### src/inc/lipm_defines.svh
// Offsets, field positions, reset values and counts for the LED intensity PWM.
// Assumes inclusion by its bare name from the package and the design files.
`ifndef LIPM_DEFINES_SVH
`define LIPM_DEFINES_SVH

// ----------------------------------------------------------------------------
// Register map
// ----------------------------------------------------------------------------
`define LIPM_ADDR_MASTER 8'h0E
`define LIPM_RESET_VALUE 8'h00
`define LIPM_RDATA_NONE 8'h00
`define LIPM_MASTER_MSB 7
`define LIPM_MASTER_LSB 4
`define LIPM_NINTH_MSB 3
`define LIPM_NINTH_LSB 0

// ----------------------------------------------------------------------------
// Codes and counts
// ----------------------------------------------------------------------------
`define LIPM_CODE_STATIC 4'hF
`define LIPM_CODE_HALF 4'h7
`define LIPM_MASTER_OFF 4'h0
`define LIPM_LAST_STEP 4'hF
`define LIPM_LAST_SLOT 4'hE
`define LIPM_PORT_COUNT 8
`define LIPM_OUT_COUNT 9
`define LIPM_NINTH_INDEX 8

`endif

### src/inc/lipm_pkg.sv
// Types shared by the LED intensity PWM design files.
// Assumes the defines header is on the include path.
`include "lipm_defines.svh"

package lipm_pkg;

   // -------------------------------------------------------------------------
   // Register contents and register request
   // -------------------------------------------------------------------------
   typedef struct packed {
      logic [3:0] master_level;
      logic [3:0] ninth_out_level;
   } lipm_reg_s;

   typedef struct packed {
      logic wr;
      logic rd;
      logic [7:0] addr;
      lipm_reg_s wdata;
   } lipm_req_s;

   // -------------------------------------------------------------------------
   // Output cell modes
   // -------------------------------------------------------------------------
   typedef enum logic [1:0] {
      LIPM_OFF,
      LIPM_PWM,
      LIPM_STATIC
   } lipm_mode_e;

endpackage : lipm_pkg

### src/lipm_pwm_cell.sv
// One open-drain PWM output cell of the LED intensity block.
// Assumes a shared step counter and master slot gate from the parent.
`timescale 1ns/1ns
`include "lipm_defines.svh"

module lipm_pwm_cell (
   input wire logic clk,
   input wire logic rst,
   input wire logic [3:0] code,
   input wire logic phase_bit,
   input wire logic master_on,
   input wire logic [3:0] step,
   output logic oe_n_q
);
   import lipm_pkg::*;

   lipm_mode_e mode;
   logic [4:0] thr;
   logic low_d;

   // -------------------------------------------------------------------------
   // Duty decision
   // -------------------------------------------------------------------------
   always_comb begin
      thr = {1'b0, code} + 5'h01;
      if (code == `LIPM_CODE_STATIC) begin // see RULE6
         mode = LIPM_STATIC;
      end else if (master_on) begin // see RULE14
         mode = LIPM_PWM;
      end else begin
         mode = LIPM_OFF;
      end
      case (mode)
         LIPM_STATIC: begin
            low_d = ~phase_bit; // see RULE10 see RULE12
         end
         LIPM_PWM: begin
            if (phase_bit) begin
               low_d = ({1'b0, step} >= thr); // see RULE8 see RULE9
            end else begin
               low_d = ({1'b0, step} < thr); // see RULE5 see RULE7
            end
         end
         default: begin
            low_d = 1'b0; // see RULE3
         end
      endcase
   end

   // -------------------------------------------------------------------------
   // Output enable, low while the pin is pulled low
   // -------------------------------------------------------------------------
   always_ff @(posedge clk or posedge rst) begin
      if (rst) begin
         oe_n_q <= 1'b1;
      end else begin
         oe_n_q <= ~low_d;
      end
   end
endmodule : lipm_pwm_cell

### src/lipm_intensity.sv
// Master and ninth output intensity register with the PWM time base.
// Assumes a serial front end that turns bus transfers into register strobes,
// and external registers that supply per-port codes and blink phase bits.
//
// Functional notes
// RULE1: Register holds master and ninth-output codes.
// RULE2: Reads return stored fields in place.
// RULE3: Master zero stops oscillator, outputs static.
// RULE4: Master code n gives n fifteenths duty.
// RULE5: Ninth code n gives n+1 sixteenths.
// RULE6: Ninth code fifteen is static, no PWM.
// RULE7: Phase bit 0: low n+1 sixteenths.
// RULE8: Phase bit 1: low 15-n sixteenths.
// RULE9: Code seven is half in both phases.
// RULE10: Blinking, code fifteen static by phase bit.
// RULE11: Individual or global codes, same mapping.
// RULE12: Not blinking, code fifteen follows phase-0 bit.
// RULE13: Ninth output switched by its own register.
// RULE14: Individual steps subdivide master on-time.
`timescale 1ns/1ns
`include "lipm_defines.svh"

module lipm_intensity (
   input wire logic CLK,
   input wire logic RST,
   input wire lipm_pkg::lipm_req_s REG_REQ,
   output lipm_pkg::lipm_reg_s REG_RDATA,
   input wire logic [31:0] PORT_LEVELS,
   input wire logic GLOBAL_EN,
   input wire logic BLINK_EN,
   input wire logic BLINK_PHASE,
   input wire logic [8:0] PHASE0_BITS,
   input wire logic [8:0] PHASE1_BITS,
   output logic [7:0] LED_PORT_O,
   output logic [7:0] LED_PORT_OE_N,
   output logic NINTH_O,
   output logic NINTH_OE_N,
   output logic OSC_RUN
);
   import lipm_pkg::*;

   lipm_reg_s level_q;
   lipm_reg_s rdata_q;
   logic [3:0] step_q;
   logic [3:0] slot_q;
   logic osc_run;
   logic osc_run_q;
   logic master_on;
   logic [8:0] zero_q;
   logic [3:0] codes [0:8];
   logic [8:0] phase_sel;
   logic [8:0] oe_n;
   logic hit;

   assign hit = (REG_REQ.addr == `LIPM_ADDR_MASTER);

   // -------------------------------------------------------------------------
   // Intensity register
   // -------------------------------------------------------------------------
   always_ff @(posedge CLK or posedge RST) begin
      if (RST) begin
         level_q <= `LIPM_RESET_VALUE;
      end else if (REG_REQ.wr && hit) begin
         level_q <= REG_REQ.wdata; // see RULE1
      end
   end

   always_ff @(posedge CLK or posedge RST) begin
      if (RST) begin
         rdata_q <= `LIPM_RDATA_NONE;
      end else if (REG_REQ.rd) begin
         if (hit) begin
            rdata_q <= level_q; // see RULE2
         end else begin
            rdata_q <= `LIPM_RDATA_NONE;
         end
      end
   end

   assign REG_RDATA = rdata_q;

   // -------------------------------------------------------------------------
   // Time base: 15 master slots of 16 steps each
   // -------------------------------------------------------------------------
   assign osc_run = (level_q.master_level != `LIPM_MASTER_OFF); // see RULE3

   always_ff @(posedge CLK or posedge RST) begin
      if (RST) begin
         step_q <= 4'h0;
      end else if (!osc_run) begin
         step_q <= 4'h0; // see RULE3
      end else begin
         step_q <= step_q + 4'h1; // see RULE14
      end
   end

   always_ff @(posedge CLK or posedge RST) begin
      if (RST) begin
         slot_q <= 4'h0;
      end else if (!osc_run) begin
         slot_q <= 4'h0;
      end else if (step_q == `LIPM_LAST_STEP) begin
         if (slot_q == `LIPM_LAST_SLOT) begin
            slot_q <= 4'h0; // see RULE4
         end else begin
            slot_q <= slot_q + 4'h1;
         end
      end
   end

   // Master code n opens the first n of the 15 slots.
   assign master_on = osc_run && (slot_q < level_q.master_level); // see RULE4

   always_ff @(posedge CLK or posedge RST) begin
      if (RST) begin
         osc_run_q <= 1'b0;
      end else begin
         osc_run_q <= osc_run;
      end
   end

   assign OSC_RUN = osc_run_q;

   // -------------------------------------------------------------------------
   // Output cells
   // -------------------------------------------------------------------------
   genvar gi;
   generate
      for (gi = 0; gi < `LIPM_OUT_COUNT; gi = gi + 1) begin : g_out
         if (gi == `LIPM_NINTH_INDEX) begin : g_ninth
            // The ninth output takes its code from its own register field.
            assign codes[gi] = level_q.ninth_out_level; // see RULE13
         end else begin : g_port
            assign codes[gi] = GLOBAL_EN ? level_q.ninth_out_level
                                         : PORT_LEVELS[4*gi +: 4]; // see RULE11
         end
         // Without blinking only the phase-0 bit applies.
         assign phase_sel[gi] = (BLINK_EN && BLINK_PHASE) ? PHASE1_BITS[gi]
                                                          : PHASE0_BITS[gi];
         lipm_pwm_cell u_cell (
            .clk(CLK),
            .rst(RST),
            .code(codes[gi]),
            .phase_bit(phase_sel[gi]),
            .master_on(master_on),
            .step(step_q),
            .oe_n_q(oe_n[gi])
         );
      end
   endgenerate

   // -------------------------------------------------------------------------
   // Open-drain data: the pins only ever pull low
   // -------------------------------------------------------------------------
   always_ff @(posedge CLK or posedge RST) begin
      if (RST) begin
         zero_q <= 9'h000;
      end else begin
         zero_q <= 9'h000;
      end
   end

   assign LED_PORT_O = zero_q[7:0];
   assign NINTH_O = zero_q[8];
   assign LED_PORT_OE_N = oe_n[7:0];
   assign NINTH_OE_N = oe_n[8];
endmodule : lipm_intensity

### config.mk
export PLATFORM = sky130hd
export DESIGN_NAME = lipm_intensity
export DESIGN_NICKNAME = d
export VERILOG_FILES = /design/src/inc/lipm_pkg.sv /design/src/lipm_pwm_cell.sv /design/src/lipm_intensity.sv
export VERILOG_INCLUDE_DIRS = /design/src /design/src/inc
export SDC_FILE = /design/constraint.sdc
export NUM_CORES = 1
export LEC_CHECK = 0
export BUFFER_PORTS_ARGS = -buffer_cell sky130_fd_sc_hd__buf_2
export CAP_MARGIN = 5
export CORE_MARGIN = 5
export CORE_UTILIZATION = 53
export DETAILED_ROUTE_END_ITERATION = 10
export GPL_TIMING_DRIVEN = 0
export PLACE_DENSITY = 0.85
export SLEW_MARGIN = 20
export SYNTH_ARGS = -nofsm -noshare
export SYNTH_HDL_FRONTEND = slang
export SYNTH_HIERARCHICAL = 1
export SYNTH_SLANG_ARGS = --single-unit
### constraint.sdc
create_clock -name CLK -period 2.6 [get_ports CLK]
set_input_delay 0.78 -clock CLK [delete_from_list [all_inputs] [get_ports CLK]]
set_output_delay 0.78 -clock CLK [all_outputs]
set_load 0.02 [all_outputs]
Word level (Yosys, flattened, before mapping)
Index checks and enable logic that the tools add are counted.

Logic and storage cells: 149. Input bits: 73. Flip-flop bits (word level): 34. Output and inout bits: 27.

Add/sub/neg operators: 11. Reduce and logical (&&, ||, !) cells: 4. Bitwise logic cells: 18. Magnitude comparators: 19. Eq/ne operators: 31. Multiplexer cells: 50.

Operators with widths (count): $mux 4 (12); $add 4x1->5 const B (9); $ge 4x5->1 (9); $lt 4x5->1 (9); $eq 4x4->1 const B (11); $mux 1 (19); $eq 2x1->1 const B (9); $eq 2x2->1 const B (9); $mux 2 (9); $not 1->1 (18); $pmux 1 s2 (9); $add 4x1->4 const B (2); $eq 8x4->1 const B (1); $mux 8 (1); $lt 4x4->1 (1); $reduce_bool 4->1 (1); $logic_and 1x1->1 (3); $ne 2x1->1 const B (1).

Logic depth before layout (Yosys ltp)
Word-level depth: 7. Gate-level depth with buffers: 10. Gate-level depth less buffers: 9.

By module
Netlist, hierarchy kept.

By module, submodules not included: lipm_pwm_cell (times used 9, seq. area each 26.3 µm², cells an instance 21, area each 191.4 µm²); lipm_intensity (times used 1, seq. area each 625.6 µm², cells an instance 199, area each 1659.1 µm²).

Least setup slack after synthesis
OpenSTA, ideal clock, no wires.

Kind: input -> register. Start: input port GLOBAL_EN. End: register g_out[0].u_cell.oe_n_q. Stages on the path: 10. Required time: 2521 ps. Slack: -215 ps. Buffers on the path: 2. Library setup time: 79 ps. Arrival: 2736 ps. Cell sequence: clkbuf_1 -> clkbuf_1 -> o21ai_0 -> ha_1 -> xnor2_1 -> ha_1 -> a21o_1 -> a211oi_2 -> o21ai_0 -> a22o_1.

RTL lines: start, declared (line lipm_intensity.sv:29) `input wire logic GLOBAL_EN,`; end signal, assigned (line lipm_pwm_cell.sv:57) `oe_n_q <= ~low_d;`; end, declared (line lipm_pwm_cell.sv:13) `output logic oe_n_q`.

==> results.sh <==
export IMPL_cts_sinks=34
export IMPL_max_slew_margin=0.325
export IMPL_grt_usage=0.197
export IMPL_maxSlewViolCount=0
export IMPL_worst_pin_slew_ps=1000
export IMPL_clk_latency_ps=290
export IMPL_path_buf_inv=2
export IMPL_powerDensity_nw_per_um2=397
export IMPL_first_pass_iters=4
export IMPL_ys_seq_elements=34
export IMPL_synth_area_leaders="ha_1, dfrtp_1, inv_1"
export IMPL_hold_slack_ps=528
export IMPL_path_clk_slew_ps=70
export IMPL_viasPerCell=5.47
export IMPL_setup_tns_ps=0
export IMPL_avgSynthCellArea_um2=8.72
export IMPL_numCtsBuffers=5
export IMPL_htree_levels=2
export IMPL_io_pins=100
export IMPL_hold_viol_final=0
export IMPL_cts_tree="done"
export IMPL_path_cells="buf_6 -> buf_8 -> o21ai_2 -> ha_1 -> xnor2_1 -> ha_1 -> a21o_1 -> a211oi_2 -> o21ai_0 -> a22o_1"
export IMPL_yosysWarnings=6
export IMPL_setup_viol=0
export IMPL_clock_skew_ps=6.28
export IMPL_status="finished, final reports clean"
export IMPL_worstSetupStartpointType="primary input"
export IMPL_dp_cells=561
export IMPL_cp_common_cell="ha_1"
export IMPL_initial_core_util=0.539
export IMPL_fin_cells=569
export IMPL_drv_cap=0
export IMPL_drc=0
export IMPL_drt_wirelength_per_cell_um=14.7
export IMPL_fp_row_count=29
export IMPL_syn2layout_area_growth_pct=25.0
export IMPL_rsz0062_at_grt="no"
export IMPL_cp_data_required_time_ps=2830
export IMPL_core_area_um2=6280
export IMPL_syn_inst=388
export IMPL_cp_slowest_cell="ha_1"
export IMPL_p_leak_nw=2.29
export IMPL_die_width_um=89.9
export IMPL_criticalPathCategory="primary input to register"
export IMPL_period_share=0.970
export IMPL_worst_path_largest_cell_delay_ps=290
export IMPL_dp_hpwl_mm=6.46
export IMPL_drive_gt1_frac=0.339
export IMPL_syn_area_um2=3380
export IMPL_grt_max_degree=26
export IMPL_synth_cell_type_count=35
export IMPL_grt_pass1_wl_mm=13.5
export IMPL_cp_data_arrival_time_ps=2750
export IMPL_synth_seq_area_share=0.255
export IMPL_die_area_um2=8080
export IMPL_gp_congestion=0.829
export IMPL_grt_pass1_vias=3085
export IMPL_final_antenna_net_count=0
export IMPL_drt_iter0_drc=115
export IMPL_io_buffers=88
export IMPL_final_core_util=0.674
export IMPL_cts_path_max_buffers=2
export IMPL_die_height_um=89.9
export IMPL_finalWirelength_mm=8.35
export IMPL_cts_setup_buffers=0
export IMPL_antenna_found_initial=0
export IMPL_fin_crit_ps=2520
export IMPL_clock_fmax_mhz=396
export IMPL_netlist_area_leader_share=0.189
export IMPL_hold_class="register to register"
export IMPL_path_delay_family="compound AO/OA/AOI/OAI gates"
export IMPL_crit_path_max_fanout=10
export IMPL_n_antenna_cell=0
export IMPL_layout_nets=615
export IMPL_overflow=0
export IMPL_peakVddDrop_mv=0.369
export IMPL_worst_setup_path_end_kind="register"
export IMPL_synth_top_area_cell="ha_1"
export IMPL_vias=3112
export IMPL_cts_root_buf="clkbuf_8"
[synth_stat cells, drive strengths merged]
| library cell | n |
|---|---|
| a311oi | 1 |
| mux2 | 17 |
| dfstp | 9 |
| a41oi | 1 |
| a21o | 9 |
| nand3b | 2 |
| and2 | 1 |
| and4b | 9 |
| nor2b | 2 |
| buf | 9 |
| nand4 | 10 |
| nor2 | 4 |
| o22ai | 8 |
| conb | 1 |
| nand3 | 24 |
| a211oi | 10 |
| ha | 51 |
| nor4 | 2 |
| nand2 | 17 |
| clkbuf | 6 |
| nand2b | 1 |
| inv | 82 |
| xor2 | 10 |
| o21ai | 43 |
| a21bo | 9 |
| o21a | 1 |
| a21oi | 4 |
| dfrtp | 25 |
| a22o | 9 |
| and3 | 1 |
| xnor2 | 10 |
[report_power, final]
part           switching (W)  total (W)  leakage [nW]  internal [W]
Sequential         0.0000291   0.000580         0.441      0.000551
Combinational       0.000261   0.000491          1.78      0.000231
Clock               0.000201   0.000610        0.0714      0.000409
[repair_timing]
action | in CTS | in global routing
gates cloned | 0 | 0
gates resized for setup | 3 | 16
hold buffers | 0 | 0
endpoints found under the hold margin | 0 | 0
setup endpoints to repair | 8 | 8
[final cells by class]
type | instances | area [um^2]
Sequential cell | 34 | 862
Tap cell | 77 | 96.3
Timing Repair Buffer | 88 | 440
Multi-Input combinational cell | 265 | 2250
Inverter | 82 | 308
Clock buffer | 6 | 82.6
Clock inverter | 2 | 60.1
Buffer | 15 | 130
Fill cell | 499 | 2050
[kinds of logic (layout without fill, tap and decap cells)]
kind of cell	Yosys count	count (layout)	share of synthesized area
XOR/XNOR	20	20	0.0518
multiplexers	17	17	0.0566
AND/OR/NAND/NOR	73	73	0.132
adder cells (fa/ha/maj)	51	51	0.189
other	1	9	0.00111
buffers and inverters	97	193	0.118
flip-flops	34	34	0.255
AO/OA/AOI/OAI	95	95	0.197
[registers in the layout, summed over array words and instances (netlist names)]
register / cells
g_out.u_cell/oe_n_q: 9
slot_q: 4
OSC_RUN: 1
level_q: 4
REG_RDATA: 8
codes: 4
step_q: 4
[tightest hold or removal path, stage by stage (launching register included)]
cell and delay, ps:
dfrtp_1 370, inv_1 60, o22ai_1 60
[path summary, 6_finish.rpt]
kind,cells after the start,endpoint,slack (ps),startpoint
max in group asynchronous,2,level_q[4]$_DFFE_PP0P_,1230,RST
worst min register to register,2,REG_RDATA[1]$_DFFE_PP0P_,530,REG_RDATA[1]$_DFFE_PP0P_
min in group asynchronous,2,g_out[4].u_cell/oe_n_q$_DFF_PP1_,580,RST
worst max register to register,9,g_out[7].u_cell/oe_n_q$_DFF_PP1_,210,codes[0]$_DFFE_PP0P_
worst min-delay path,2,REG_RDATA[1]$_DFFE_PP0P_,530,REG_RDATA[1]$_DFFE_PP0P_
worst max-delay path,10,g_out[7].u_cell/oe_n_q$_DFF_PP1_,80,GLOBAL_EN
[per-stage QoR]
step                      cell area (um^2)  setup WS (ps)  power [W]
after floorplan                       3480          -18.4   0.000916
after CTS                             4170           8.96    0.00167
after detailed placement              4020           -467    0.00106
after global placement                4020           -349    0.00103
final                                 4230           76.9    0.00168
after global routing                  4230           14.5    0.00177
[per-layer routing]
layer,wire (um),GRT usage,vias to the layer above
met5,0,0,-
met4,138,0.0670,0
met3,545,0.0526,15
met2,4180,0.340,103
met1,3480,0.236,1460
li1,-,-,1534
[layout by cell type, fill, tap and decap left out, types with 2 or more instances in the layout]
| cell | synthesis | layout |
|---|---|---|
| a21o_1 | 9 | 9 |
| nand3b_1 | 2 | 2 |
| nand3_1 | 24 | 24 |
| and4b_1 | 9 | 9 |
| clkbuf_8 | 0 | 7 |
| inv_1 | 82 | 82 |
| buf_4 | 9 | 9 |
| nor2b_1 | 2 | 2 |
| nand2_1 | 17 | 13 |
| clkbuf_1 | 6 | 2 |
| nand2_4 | 0 | 3 |
| o22ai_1 | 8 | 8 |
| nor2_1 | 4 | 4 |
| a22o_1 | 9 | 9 |
| o21ai_2 | 0 | 14 |
| nand4_1 | 9 | 9 |
| o21ai_1 | 3 | 11 |
| a211oi_2 | 9 | 9 |
| a21oi_1 | 4 | 4 |
| dfrtp_1 | 25 | 25 |
| xnor2_1 | 10 | 9 |
| mux2_2 | 17 | 17 |
| buf_2 | 0 | 88 |
| o21ai_0 | 40 | 17 |
| buf_8 | 0 | 2 |
| dfstp_2 | 9 | 9 |
| conb_1 | 1 | 9 |
| ha_1 | 51 | 51 |
| a21bo_1 | 9 | 9 |
| xor2_1 | 10 | 10 |
| bufinv_16 | 0 | 2 |
(Power assumes the default switching activity.)
